$ cat src/quad_counter_pkg.sv
// constants shared by the quadrature counter range and mask logic
package quad_counter_pkg;

   // register byte offsets
   localparam logic [7:0] CTRL_OFFSET   = 8'h00;
   localparam logic [7:0] EXT_OFFSET    = 8'h04;
   localparam logic [7:0] COUNT_OFFSET  = 8'h08;
   localparam logic [7:0] STATUS_OFFSET = 8'h0C;

   // control word field positions (low byte, then upper input select byte)
   localparam int POS_MODE_LSB   = 0;
   localparam int REV_MODE_LSB   = 2;
   localparam int INDEX_ROLE_BIT = 5;
   localparam int INDEX_SEL_LSB  = 14;
   localparam int B_EDGE_LSB     = 12;
   localparam int A_EDGE_LSB     = 10;
   localparam int MASK_SPAN_LSB  = 8;

   // extension register field positions
   localparam int RANGE_MODE_BIT = 0;
   localparam int OOR_FLAG_BIT   = 1;
   localparam int OOR_IE_BIT     = 2;

   // reset values
   localparam logic [7:0] CTRL_LOW_RESET   = 8'h00;
   localparam logic [7:0] CTRL_UPPER_RESET = 8'h00;
   localparam logic [2:0] EXT_RESET        = 3'h0;

   // two-bit select codes shared by edge, level and mask fields
   localparam logic [1:0] SEL_NONE = 2'h0;
   localparam logic [1:0] SEL_FALL = 2'h1;
   localparam logic [1:0] SEL_RISE = 2'h2;
   localparam logic [1:0] SEL_BOTH = 2'h3;

   // position and revolution mode codes
   localparam logic [1:0] POSITION_DISABLED    = 2'h0;
   localparam logic [1:0] POSITION_UP_DOWN     = 2'h1;
   localparam logic [1:0] POSITION_PHASE_DIFF  = 2'h2;
   localparam logic [1:0] POSITION_DIRECTIONAL = 2'h3;
   localparam logic [1:0] REVOLUTION_DISABLED   = 2'h0;
   localparam logic [1:0] REVOLUTION_INDEX_ONLY = 2'h1;
   localparam logic [1:0] REVOLUTION_WRAP_ONLY  = 2'h2;
   localparam logic [1:0] REVOLUTION_BOTH       = 2'h3;

   // mask spans in position changes
   localparam logic [3:0] MASK_SPAN_TWO   = 4'h2;
   localparam logic [3:0] MASK_SPAN_FOUR  = 4'h4;
   localparam logic [3:0] MASK_SPAN_EIGHT = 4'h8;

   // out-of-range boundaries
   localparam logic [15:0] FULL_DOWN_FROM = 16'h0001;
   localparam logic [15:0] FULL_TOP       = 16'hFFFF;
   localparam logic [15:0] HALF_DOWN_FROM = 16'h8001;
   localparam logic [15:0] HALF_UP_FROM   = 16'h7FFE;

endpackage : quad_counter_pkg

$ cat src/encoder_pin_edge.sv
// input synchroniser and selectable edge detector for one encoder pin
`timescale 1ns/1ns
module encoder_pin_edge (
   input  wire logic       clk,
   input  wire logic       rst_b,
   input  wire logic       pin,
   input  wire logic [1:0] edge_sel,
   output logic            level,
   output logic            edge_hit
);

   logic meta_q;
   logic sync_q;
   logic prev_q;
   logic rise;
   logic fall;

   // two-stage synchroniser, then one more stage for edge history
   always_ff @(posedge clk or negedge rst_b) begin
      if (!rst_b) begin
         meta_q <= 1'b0;
         sync_q <= 1'b0;
         prev_q <= 1'b0;
      end else begin
         meta_q <= pin;
         sync_q <= meta_q;
         prev_q <= sync_q;
      end
   end

   // edges come from successive settled samples only
   assign rise  = sync_q & ~prev_q;
   assign fall  = ~sync_q & prev_q;
   assign level = sync_q;
   assign edge_hit = (edge_sel[1] & rise) | (edge_sel[0] & fall);

endmodule : encoder_pin_edge

$ cat src/quad_range_mask.sv
// position and revolution counting with reset mask and out-of-range flag
//
// Function
// - index clear edge: none, fall, rise, both
// - index gate level: low, high, else off
// - phase B edge select: off/fall/rise/both
// - phase A edge select: off/fall/rise/both
// - mask ignores resets, revolution counts after wrap/index
// - mask ends on reversal, re-arms on event
// - mask only in revolution modes 00, 11
// - mode-changing write releases active mask
// - unknown direction: index resets, no revolution count
// - extension upper bits written zero, read zero
// - enabled out-of-range flag raises interrupt
// - full range flags 0001->0000, FFFF stuck
// - half range flags 8001->8000, 7FFE->7FFF
// - write zero clears flag, one keeps
// - flag reads one during read-modify-write
// - range bit picks full or half range
// - index role: edge clear or level gate
// - revolution source: off, index, wrap, both
// - position modes: off, up-down, phase, directional
`timescale 1ns/1ns
module quad_range_mask #(
   parameter int          ADDR_W  = 8,
   parameter logic [15:0] MAX_POS = 16'hFFFF
) (
   input  wire logic              clk,
   input  wire logic              rst_b,
   input  wire logic [ADDR_W-1:0] paddr,
   input  wire logic              psel,
   input  wire logic              penable,
   input  wire logic              pwrite,
   input  wire logic [31:0]       pwdata,
   output logic      [31:0]       prdata,
   output logic                   pready,
   output logic                   pslverr,
   input  wire logic              rmw_access,
   input  wire logic              phase_a_input,
   input  wire logic              phase_b_input,
   input  wire logic              index_input,
   output logic      [15:0]       position_count,
   output logic      [15:0]       revolution_count,
   output logic                   last_direction_bit,
   output logic                   overflow_event,
   output logic                   underflow_event,
   output logic                   index_event,
   output logic                   out_of_range_irq
);

   ////////////////////////////////////////////////////////////////////////
   logic [1:0]  pos_mode_q;
   logic [1:0]  rev_mode_q;
   logic        index_role_q;
   logic [7:0]  upper_q;
   logic        range_mode_q;
   logic        oor_flag_q;
   logic        oor_ie_q;
   logic [15:0] pos_q;
   logic [15:0] rev_q;
   logic        dir_q;
   logic        dir_valid_q;
   logic [3:0]  mask_cnt_q;
   logic [31:0] prdata_q;
   logic        pready_q;
   logic        pslverr_q;
   logic        irq_q;
   logic        ovf_q;
   logic        udf_q;
   logic        idx_q;

   ////////////////////////////////////////////////////////////////////////
   // pin synchronisers; index edge uses the same select field as the gate
   logic [2:0] pin_vec;
   logic [5:0] sel_vec;
   logic [2:0] lvl_vec;
   logic [2:0] hit_vec;
   logic [1:0] index_sel;
   logic [1:0] mask_span;

   assign index_sel = upper_q[quad_counter_pkg::INDEX_SEL_LSB-8 +: 2];
   assign mask_span = upper_q[quad_counter_pkg::MASK_SPAN_LSB-8 +: 2];
   assign pin_vec = {index_input, phase_b_input, phase_a_input};
   assign sel_vec = {index_sel,
                     upper_q[quad_counter_pkg::B_EDGE_LSB-8 +: 2],
                     upper_q[quad_counter_pkg::A_EDGE_LSB-8 +: 2]};

   genvar gi;
   generate
      for (gi = 0; gi < 3; gi++) begin : g_pin
         // synchronised sampling ahead of the edge selects
         encoder_pin_edge u_edge (
            .clk      (clk),
            .rst_b    (rst_b),
            .pin      (pin_vec[gi]),
            .edge_sel (sel_vec[2*gi +: 2]),
            .level    (lvl_vec[gi]),
            .edge_hit (hit_vec[gi])
         );
      end
   endgenerate

   ////////////////////////////////////////////////////////////////////////
   // position step decode per mode
   logic a_hit;
   logic b_hit;
   logic a_lvl;
   logic b_lvl;
   logic gate_open;
   logic pos_run;
   logic step_up;
   logic step_dn;
   logic diff_up;

   assign a_hit = hit_vec[0];
   assign b_hit = hit_vec[1];
   assign a_lvl = lvl_vec[0];
   assign b_lvl = lvl_vec[1];
   // gate open only on a defined level; 00 and 11 keep counting stopped
   assign gate_open = (index_sel == quad_counter_pkg::SEL_FALL & ~lvl_vec[2]) |
                      (index_sel == quad_counter_pkg::SEL_RISE &  lvl_vec[2]);
   assign pos_run = (pos_mode_q != quad_counter_pkg::POSITION_DISABLED) &
                    (~index_role_q | gate_open);
   assign diff_up = (a_hit & (a_lvl ^ b_lvl)) | (b_hit & ~(a_lvl ^ b_lvl));

   // counting methods; coincident a and b edges cancel out except in directional mode
   assign step_up = pos_run & (
      (pos_mode_q == quad_counter_pkg::POSITION_UP_DOWN     & a_hit & ~b_hit) |
      (pos_mode_q == quad_counter_pkg::POSITION_PHASE_DIFF  & (a_hit ^ b_hit) & diff_up) |
      (pos_mode_q == quad_counter_pkg::POSITION_DIRECTIONAL & b_hit & a_lvl));
   assign step_dn = pos_run & (
      (pos_mode_q == quad_counter_pkg::POSITION_UP_DOWN     & b_hit & ~a_hit) |
      (pos_mode_q == quad_counter_pkg::POSITION_PHASE_DIFF  & (a_hit ^ b_hit) & ~diff_up) |
      (pos_mode_q == quad_counter_pkg::POSITION_DIRECTIONAL & b_hit & ~a_lvl));

   ////////////////////////////////////////////////////////////////////////
   // events, mask and revolution source
   logic pos_chg;
   logic ovf;
   logic udf;
   logic idx_act;
   logic reversal;
   logic mask_ok;
   logic mask_active;
   logic arm;
   logic mode_wr_chg;
   logic pos_reset;
   logic rev_src;
   logic rev_go;
   logic rev_up;
   logic [3:0] span_cnt;

   assign pos_chg  = step_up | step_dn;
   assign ovf      = step_up & (pos_q == MAX_POS);
   assign udf      = step_dn & (pos_q == 16'h0000);
   assign idx_act  = ~index_role_q & hit_vec[2] &
                     (pos_mode_q != quad_counter_pkg::POSITION_DISABLED);
   assign reversal = pos_chg & dir_valid_q & (step_up != dir_q);
   assign mask_ok  = (rev_mode_q == quad_counter_pkg::REVOLUTION_DISABLED |
                      rev_mode_q == quad_counter_pkg::REVOLUTION_BOTH) &
                     (mask_span != quad_counter_pkg::SEL_NONE);
   assign mask_active = mask_cnt_q != 4'h0;
   assign arm = mask_ok & (ovf | udf | idx_act);
   assign span_cnt = (mask_span == quad_counter_pkg::SEL_FALL) ? quad_counter_pkg::MASK_SPAN_TWO :
                     (mask_span == quad_counter_pkg::SEL_RISE) ? quad_counter_pkg::MASK_SPAN_FOUR :
                                                                quad_counter_pkg::MASK_SPAN_EIGHT;
   // index clears the count in every revolution mode but wrap-only
   assign pos_reset = idx_act & ~mask_active &
                      (rev_mode_q != quad_counter_pkg::REVOLUTION_WRAP_ONLY);
   assign rev_src = (idx_act & rev_mode_q[0]) | ((ovf | udf) & rev_mode_q[1]);
   // unknown direction blocks index-driven counting
   assign rev_go = rev_src & ~mask_active & (dir_valid_q | ovf | udf);
   assign rev_up = (ovf | udf) ? ovf : dir_q;

   ////////////////////////////////////////////////////////////////////////
   // out-of-range detection
   logic oor_set;
   logic full_hit;
   logic half_hit;

   assign full_hit = (~rev_up & rev_q == quad_counter_pkg::FULL_DOWN_FROM) |
                     ( rev_up & rev_q == quad_counter_pkg::FULL_TOP);
   assign half_hit = (~rev_up & rev_q == quad_counter_pkg::HALF_DOWN_FROM) |
                     ( rev_up & rev_q == quad_counter_pkg::HALF_UP_FROM);
   assign oor_set  = rev_go & (range_mode_q ? half_hit : full_hit);

   ////////////////////////////////////////////////////////////////////////
   // apb decode: setup cycle loads answer, access cycle presents it
   logic setup;
   logic access;
   logic wr_ctrl;
   logic wr_ext;
   logic hit_ctrl;
   logic hit_ext;
   logic hit_cnt;
   logic hit_stat;
   logic [31:0] rd_mux;
   logic        oor_flag_d;

   assign setup    = psel & ~penable;
   assign access   = psel & penable & pready_q;
   assign hit_ctrl = paddr == ADDR_W'(quad_counter_pkg::CTRL_OFFSET);
   assign hit_ext  = paddr == ADDR_W'(quad_counter_pkg::EXT_OFFSET);
   assign hit_cnt  = paddr == ADDR_W'(quad_counter_pkg::COUNT_OFFSET);
   assign hit_stat = paddr == ADDR_W'(quad_counter_pkg::STATUS_OFFSET);
   assign wr_ctrl  = access & pwrite & hit_ctrl;
   assign wr_ext   = access & pwrite & hit_ext;
   assign mode_wr_chg = wr_ctrl &
      ((pwdata[quad_counter_pkg::POS_MODE_LSB +: 2] != pos_mode_q) |
       (pwdata[quad_counter_pkg::REV_MODE_LSB +: 2] != rev_mode_q));
   assign rd_mux = hit_ctrl ? {16'h0000, upper_q, 2'b00, index_role_q, 1'b0,
                               rev_mode_q, pos_mode_q} :
                   hit_ext  ? {29'h00000000, oor_ie_q, oor_flag_q | rmw_access,
                               range_mode_q} :
                   hit_cnt  ? {rev_q, pos_q} :
                   hit_stat ? {30'h00000000, mask_active, dir_q} : 32'h00000000;
   // set wins over a clearing write landing in the same cycle
   assign oor_flag_d = oor_set |
      (oor_flag_q & ~(wr_ext & ~pwdata[quad_counter_pkg::OOR_FLAG_BIT]));

   always_ff @(posedge clk or negedge rst_b) begin
      if (!rst_b) begin
         prdata_q  <= 32'h00000000;
         pready_q  <= 1'b0;
         pslverr_q <= 1'b0;
      end else begin
         pready_q  <= setup;
         pslverr_q <= setup & ~(hit_ctrl | hit_ext | hit_cnt | hit_stat);
         prdata_q  <= (setup & ~pwrite) ? rd_mux : 32'h00000000;
      end
   end

   // software-owned control fields, all cleared at reset
   always_ff @(posedge clk or negedge rst_b) begin
      if (!rst_b) begin
         pos_mode_q   <= quad_counter_pkg::CTRL_LOW_RESET[1:0];
         rev_mode_q   <= quad_counter_pkg::CTRL_LOW_RESET[3:2];
         index_role_q <= quad_counter_pkg::CTRL_LOW_RESET[5];
         upper_q      <= quad_counter_pkg::CTRL_UPPER_RESET;
         range_mode_q <= quad_counter_pkg::EXT_RESET[0];
         oor_ie_q     <= quad_counter_pkg::EXT_RESET[2];
         oor_flag_q   <= quad_counter_pkg::EXT_RESET[1];
      end else begin
         oor_flag_q <= oor_flag_d;
         if (wr_ctrl) begin
            pos_mode_q   <= pwdata[quad_counter_pkg::POS_MODE_LSB +: 2];
            rev_mode_q   <= pwdata[quad_counter_pkg::REV_MODE_LSB +: 2];
            index_role_q <= pwdata[quad_counter_pkg::INDEX_ROLE_BIT];
            upper_q      <= pwdata[15:8];
         end
         if (wr_ext) begin
            range_mode_q <= pwdata[quad_counter_pkg::RANGE_MODE_BIT];
            oor_ie_q     <= pwdata[quad_counter_pkg::OOR_IE_BIT];
         end
      end
   end

   ////////////////////////////////////////////////////////////////////////
   // counters, direction and mask span
   always_ff @(posedge clk or negedge rst_b) begin
      if (!rst_b) begin
         pos_q       <= 16'h0000;
         rev_q       <= 16'h0000;
         dir_q       <= 1'b0;
         dir_valid_q <= 1'b0;
         mask_cnt_q  <= 4'h0;
      end else begin
         if (pos_reset | ovf)                                  pos_q <= 16'h0000;
         else if (udf)                                         pos_q <= MAX_POS;
         else if (step_up)                                     pos_q <= pos_q + 16'h0001;
         else if (step_dn)                                     pos_q <= pos_q - 16'h0001;
         // full range holds at the top instead of wrapping
         if (rev_go & rev_up & ~(~range_mode_q & rev_q == quad_counter_pkg::FULL_TOP))
            rev_q <= rev_q + 16'h0001;
         else if (rev_go & ~rev_up)
            rev_q <= rev_q - 16'h0001;
         // direction is forgotten whenever the position mode is disabled
         if (pos_mode_q == quad_counter_pkg::POSITION_DISABLED) begin
            dir_valid_q <= 1'b0;
         end else if (pos_chg) begin
            dir_valid_q <= 1'b1;
            dir_q       <= step_up;
         end
         if (arm)                                      mask_cnt_q <= span_cnt;
         else if (mode_wr_chg | reversal | ~mask_ok)   mask_cnt_q <= 4'h0;
         else if (pos_chg & mask_active)               mask_cnt_q <= mask_cnt_q - 4'h1;
      end
   end

   // registered event pulses and interrupt request
   always_ff @(posedge clk or negedge rst_b) begin
      if (!rst_b) begin
         irq_q <= 1'b0;
         ovf_q <= 1'b0;
         udf_q <= 1'b0;
         idx_q <= 1'b0;
      end else begin
         irq_q <= oor_ie_q & oor_flag_q;
         ovf_q <= ovf;
         udf_q <= udf;
         idx_q <= pos_reset;
      end
   end

   assign prdata             = prdata_q;
   assign pready             = pready_q;
   assign pslverr            = pslverr_q;
   assign position_count     = pos_q;
   assign revolution_count   = rev_q;
   assign last_direction_bit = dir_q;
   assign overflow_event     = ovf_q;
   assign underflow_event    = udf_q;
   assign index_event        = idx_q;
   assign out_of_range_irq   = irq_q;
endmodule : quad_range_mask

$ cat config.mk
export PLATFORM = sky130hd
export DESIGN_NAME = quad_range_mask
export DESIGN_NICKNAME = d
export VERILOG_FILES = /design/src/quad_counter_pkg.sv /design/src/encoder_pin_edge.sv /design/src/quad_range_mask.sv
export SDC_FILE = /design/constraint.sdc
export NUM_CORES = 1
export LEC_CHECK = 0
export ABC_CLOCK_PERIOD_IN_PS = 6500
export CORE_MARGIN = 2
export CORE_UTILIZATION = 35
export CTS_CLUSTER_SIZE = 30
export DETAILED_ROUTE_END_ITERATION = 10
export DONT_BUFFER_PORTS = 1
export HOLD_SLACK_MARGIN = 0.06
export PLACE_DENSITY = 0.46
export SLEW_MARGIN = 20
export SYNTH_ARGS = -nofsm -noshare
export SYNTH_HDL_FRONTEND = slang
export SYNTH_SLANG_ARGS = --single-unit
$ cat constraint.sdc
create_clock -name clk -period 6.5 [get_ports clk]
set_input_delay 0.65 -clock clk [delete_from_list [all_inputs] [get_ports clk]]
set_output_delay 0.65 -clock clk [all_outputs]
set_load 0.01 [all_outputs]
==> results of run 1 <==
layer usage:
layer | global-route usage [%] | up-vias | routed length [µm]
met4 | 4.81 | 0 | 160
li1 | - | 2015 | -
met3 | 4.47 | 13 | 839
met1 | 24.8 | 2069 | 6820
met5 | 0 | - | 0
met2 | 27.2 | 114 | 6430
synthesized netlist by cell type, types with 2 or more instances:
cell type	number	area, µm²
o31ai_1	2	15.0
a31oi_1	2	12.5
o211ai_1	4	30.0
nand2_1	38	143
inv_1	19	71.3
and3_1	12	75.1
buf_2	4	20.0
o21a_1	4	30.0
nor4b_1	4	35.0
o41ai_1	2	17.5
or2_2	3	18.8
a21oi_1	27	135
o2111ai_1	4	35.0
o2bb2ai_1	3	26.3
nor4_2	2	25.0
or4_1	2	15.0
nor2b_1	5	31.3
nand3b_4	2	40.0
or3_1	6	37.5
a21o_1	2	15.0
buf_4	2	15.0
nor4_1	10	62.6
and2_1	20	125
nor3_1	22	110
a211o_1	2	17.5
a22oi_1	12	90.1
mux2i_1	2	20.0
and3b_1	4	35.0
nand4_1	9	56.3
o22a_1	2	17.5
clkbuf_1	13	48.8
nor2_1	59	221
nor3b_1	3	22.5
ha_1	25	313
o22ai_1	2	12.5
o21ai_0	32	160
dfrtp_1	101	2530
o21ai_1	2	10.0
nand3_1	8	40.0
xor2_1	10	87.6
xnor2_1	23	201
mux2_2	13	146
nand2b_1	4	25.0
nand3b_1	6	45.0
how the worst max path moves through the flow:
stage / from / endpoint / slack, ns / cells after the start
after CTS: g_pin[0].u_edge.level / position_count[15] / 2.58 / 14
after global placement: g_pin[0].u_edge.level / position_count[15] / 2.69 / 14
final: g_pin[0].u_edge.level / position_count[15] / 2.57 / 14
after global routing: g_pin[0].u_edge.level / position_count[15] / 2.23 / 14
after detailed placement: g_pin[0].u_edge.level / position_count[15] / 2.62 / 14
after floorplan: g_pin[0].u_edge.level / position_count[15] / 2.65 / 14
power groups by stage:
stage | Clock (W) | Sequential (W) | Combinational (W)
floorplan | 0 | 0.000648 | 0.0000131
finish | 0.000510 | 0.000638 | 0.0000253
global route | 0.000563 | 0.000638 | 0.0000296
CTS | 0.000531 | 0.000638 | 0.0000267
detailed placement | 0 | 0.000650 | 0.0000116
global placement | 0 | 0.000650 | 0.0000115
repair_timing:
item / 4_1_cts / 5_1_grt
gates resized for setup: 0 / 0
hold buffers: 1 / 0
hold endpoints to repair: 101 / 0
state kept, by name (all words and copies together) (netlist names), 2 cells and up:
| register | count |
|---|---|
| mask_cnt_q | 4 |
| revolution_count | 16 |
| g_pin.u_edge.prev_q | 3 |
| g_pin.u_edge.meta_q | 3 |
| prdata | 32 |
| g_pin.u_edge.level | 3 |
| position_count | 16 |
| upper_q | 8 |
| rev_mode_q | 2 |
| pos_mode_q | 2 |
kinds of logic after synthesis:
family / after synthesis
adder cells (fa/ha/maj): 26
flip-flops: 101
buffers and inverters: 40
XOR/XNOR: 33
multiplexers: 15
AND/OR/NAND/NOR: 227
AO/OA/AOI/OAI: 119
critical path: stages, from the launching register on:
cell	delay (ns)
dfrtp_1	0.62
and3b_1	0.26
o2111ai_1	0.20
nand4_1	0.24
o21ai_1	0.18
buf_4	0.29
ha_1	0.33
a21oi_1	0.16
o22ai_1	0.13
o211ai_1	0.37
o31ai_1	0.17
o41ai_1	0.35
xnor2_1	0.19
o22ai_1	0.12
o2bb2ai_1	0.16
layout make-up:
| class | instances | area (µm²) | area share (%) |
|---|---|---|---|
| clock buffer | 11 | 243 | 4.01 |
| inverter | 20 | 75.1 | 1.24 |
| multi-input combinational | 420 | 2860 | 47.3 |
| sequential | 101 | 2530 | 41.8 |
| timing repair buffer | 3 | 42.5 | 0.703 |
| clock inverter | 5 | 35.0 | 0.579 |
| tap | 211 | 264 | 4.36 |
stage by stage:
stage	power, W	instances	area (µm²)	setup WS (ns)
after floorplan	0.000661	561	5540	2.65
after global placement	0.000661	754	5740	2.69
after detailed placement	0.000662	754	5740	2.62
after CTS	0.00120	771	6050	2.58
after global routing	0.00123	771	6050	2.23
final	0.00117	771	6050	2.57
==> impl_metrics.json, run 1 <==
{
  "synthCells": 561,
  "root_buffer": "clkbuf_16",
  "wl_um": 14300,
  "min_period_over_period_pct": 60.5,
  "fmax_mhz": 254,
  "clockPowerShare_pct": 43.5,
  "io_pins": 120,
  "track_usage_pct": 17.7,
  "yosysWarnings": 0,
  "setup_viol": 0,
  "dr_total_vias": 4211,
  "slew_headroom_pct": 36.8,
  "p_seq_share_pct": 54.4,
  "die_h_um": 130,
  "dp_hpwl_um": 10200,
  "ys_ff_latch": 101,
  "required_ns": 6.71,
  "worst_pin_slew_ns": 0.942,
  "yosys.area_share.simple_pct": 22.5,
  "rsz0062_at_grt": "false",
  "switching_power_w": 0.000262,
  "end_kind": "flop",
  "routedWlPerCell_um": 18.5,
  "finalNetCount": 630,
  "setup-tns-final_ns": 0,
  "synth_top_family_by_area": "simple AND/OR/NAND/NOR gates",
  "cts_made_buffers": 9,
  "crit_fanout": 19,
  "clockBufferDepth": 2,
  "final_cell_mix": "dfrtp_1 (101), nor2_1 (58), nand2_1 (38)",
  "p_sw_share_pct": 22.4,
  "htree_levels": 3,
  "status": "finished, final reports clean",
  "p_comb_share_pct": 2.2,
  "synth_edf_count": 0,
  "final_util_pct": 39.5,
  "via_per_inst": 5.46,
  "synthMuxAreaShare_pct": 3.00,
  "hold_viol": 0,
  "antenna_found_initial": 0,
  "reg2reg_from": "g_pin[0].u_edge.level",
  "p_per_area_nw_per_um2": 194,
  "cp-start-kind": "flop",
  "ant_nets": 0,
  "drt_iter0_drc": 272,
  "insertion_delay_ns": 0.35,
  "firstDrtPassIters": 5,
  "synth_compound_area_share_pct": 14.6,
  "cts.sink_count": 101,
  "clkTransAtPathRegs_ns": 0.07,
  "cts_tree": "done",
  "drive_above_1_share_pct": 9.82,
  "die_w_um": 130,
  "num_antenna_cells": 0,
  "hp-class": "input port to asynchronous set/reset pin",
  "synth-xor-area-share_pct": 5.22,
  "die-area_um2": 16800,
  "globalplace.congestion": 0.790,
  "core.rowCount": 45,
  "post_cts_buffers": 0,
  "synth_fp_nets": 636,
  "r2r_end": "position_count[15]",
  "drv_slew": 0,
  "grt_pass1_wl_um": 22900,
  "numPortBuffers": 0,
  "finClkSkew_ns": 0.00766,
  "initial_core_util_pct": 36.2,
  "p_int_w": 0.000911,
  "synth-main-ff-cell": "dfrtp_1",
  "syn_area_um2": 5540,
  "crit_type": "flop to flop",
  "seq_area_frac_synth_pct": 45.6,
  "syn_area_per_cell_um2": 9.87,
  "syn_to_final_growth_pct": 9.22,
  "ff2ff_setup_slack_ns": 2.57,
  "grt_pass1_vias": 4059,
  "overflow": 0,
  "p_leak_nw": 2.77,
  "yosysUniqueCellTypes": 72,
  "coreArea_um2": 15300,
  "grt_max_degree": 102,
  "ys_async_sr_fraction_pct": 100,
  "drv_cap": 0,
  "final_common_cell": "dfrtp_1",
  "drc": 0,
  "fill_cells": 1542,
  "synth_fa_ha_area_share_pct": 6.01,
  "post-route-min-period_ns": 3.93,
  "reg2regPathDepth": 14,
  "cp.arrival_ns": 4.15,
  "vdd_ir_drop_max_mv": 0.140,
  "fin_hold_ws_ns": 0.184
}
Power figures use the tool's default switching activity.
==> run 2, diff against run 1 <==
ABC_CLOCK_PERIOD_IN_PS = 4100   (was 6500)
clock period = 4.1 ns   (was 6.5 ns; I/O delays follow)
==> impl_metrics.json, run 2 (synthesized netlist as in run 1, its figures left out) <==
{
  "status": "finished, final reports clean",
  "drt_iter0_drc": 294,
  "min_from": "phase_a_input",
  "p_leak_nw": 2.81,
  "drive_above_1_share_pct": 10.4,
  "dp_slack_ns": 0.249,
  "reg2regPathDepth": 14,
  "cts_made_buffers": 9,
  "wl_um": 14100,
  "crit_type": "flop to flop",
  "core.rowCount": 45,
  "firstDrtPassIters": 4,
  "setup_viol": 0,
  "rsz0062_at_grt": "false",
  "register_area_um2": 2530,
  "hp-class": "input port to flop",
  "grt_max_degree": 102,
  "clockBufferDepth": 2,
  "cts.sink_count": 101,
  "htree_levels": 3,
  "drc": 0,
  "grt_pass1_wl_um": 22800,
  "min_period_over_period_pct": 94.2,
  "largest_reg_flops": 32,
  "drv_slew": 0,
  "globalplace.congestion": 0.803,
  "track_usage_pct": 17.5,
  "required_ns": 4.31,
  "finClkSkew_ns": 0.00758,
  "finalNetCount": 636,
  "io_pins": 120,
  "hold_viol": 0,
  "post_cts_buffers": 0,
  "fill_cells": 1550,
  "die_h_um": 130,
  "antenna_found_initial": 0,
  "ff2ff_setup_slack_ns": 0.24,
  "coreArea_um2": 15300,
  "end_kind": "flop",
  "root_buffer": "clkbuf_16",
  "numPortBuffers": 0,
  "dp_hpwl_um": 10100,
  "ant_nets": 0,
  "fin_ws_ns": 0.238,
  "die_w_um": 130,
  "grt_pass1_vias": 4118,
  "insertion_delay_ns": 0.35,
  "fmax_mhz": 259,
  "final_common_cell": "dfrtp_1",
  "dr_total_vias": 4120,
  "cp.arrival_ns": 4.08,
  "r2r_end": "position_count[15]",
  "min_path_cells": 0,
  "routedWlPerCell_um": 18.1,
  "num_antenna_cells": 0,
  "cts_tree": "done",
  "startpoint": "g_pin[1].u_edge.level",
  "die-area_um2": 16800,
  "clkTransAtPathRegs_ns": 0.07,
  "crit_fanout": 12,
  "final_cell_mix": "dfrtp_1 (100), nor2_1 (59), nand2_1 (38)",
  "drv_cap": 0,
  "slew_headroom_pct": 41.0,
  "setup-tns-final_ns": 0,
  "initial_core_util_pct": 36.2,
  "syn_to_final_growth_pct": 10.4,
  "worst_pin_slew_ns": 0.881,
  "final_util_pct": 39.9,
  "p_per_area_nw_per_um2": 315,
  "post-route-min-period_ns": 3.86,
  "overflow": 0,
  "vdd_ir_drop_max_mv": 0.193,
  "reg2reg_from": "g_pin[1].u_edge.level",
  "multi_input_area_um2": 2860,
  "cp-start-kind": "flop",
  "holdPathEnd": "g_pin[0].u_edge.meta_q",
  "via_per_inst": 5.30
}
run 2: changes by cell type in the layout (fill, tap and decap cells not counted), sizes merged:
cell,delta
bufinv,+1
clkinv,-1
inv,+1
clkinvlp,-1
dlygate4sd3,+1
buf,+5
run 2: final cells by class:
cell class,count,share of cell area (%)
Inverter,20,1.23
Multi-Input combinational cell,420,46.7
Clock buffer,11,3.97
Sequential cell,101,41.4
Timing Repair Buffer,9,1.47
Tap cell,211,4.32
Clock inverter,5,0.941
run 2: where the power goes:
part | leakage (nW) | switching (W) | internal (W)
clock | 0.150 | 0.000379 | 0.000493
sequential | 1.37 | 0.00000864 | 0.00100
combinational | 1.29 | 0.0000283 | 0.0000128
run 2: worst max path at each step:
stage,endpoint
5_1_grt,position_count[15]
3_3_place_gp,position_count[15]
3_5_place_dp,position_count[15]
6_report,position_count[15]
4_1_cts,position_count[15]
2_1_floorplan,position_count[15]
run 2: layer usage:
metal / vias up / GRT usage, % / share of wire, %
li1: 2017 / - / -
met1: 2020 / 24.7 / 48
met4: 0 / 6.64 / 1.5
met2: 72 / 27.1 / 46
met3: 11 / 2.99 / 4.2
met5: - / 0 / 0
run 2: what timing repair did:
action	in CTS	in global routing
hold buffers	2	0
gates resized for setup	0	1
endpoints found under the hold margin	101	0
setup endpoints to repair	0	1
run 2: worst max-delay path: stages, from the launching register on:
cell,delay (ns)
dfrtp_1,0.55
and3b_1,0.28
o2111ai_1,0.21
nand4_1,0.24
o21ai_1,0.21
buf_4,0.24
ha_1,0.26
a21oi_1,0.22
o22ai_1,0.16
o211ai_1,0.35
o31ai_1,0.17
o41ai_1,0.35
xnor2_1,0.21
o22ai_1,0.12
o2bb2ai_1,0.15
run 2: metrics by stage:
stage                     std cells  cell area [µm²]  hold WS (ns)  total power (W)
after CTS                       777             6110        0.0669          0.00196
after global placement          759             5770         0.118          0.00105
after global routing            777             6110        0.0682          0.00201
final                           777             6110        0.0831          0.00192
after detailed placement        759             5770         0.119          0.00105
after floorplan                 561             5540         0.114          0.00105
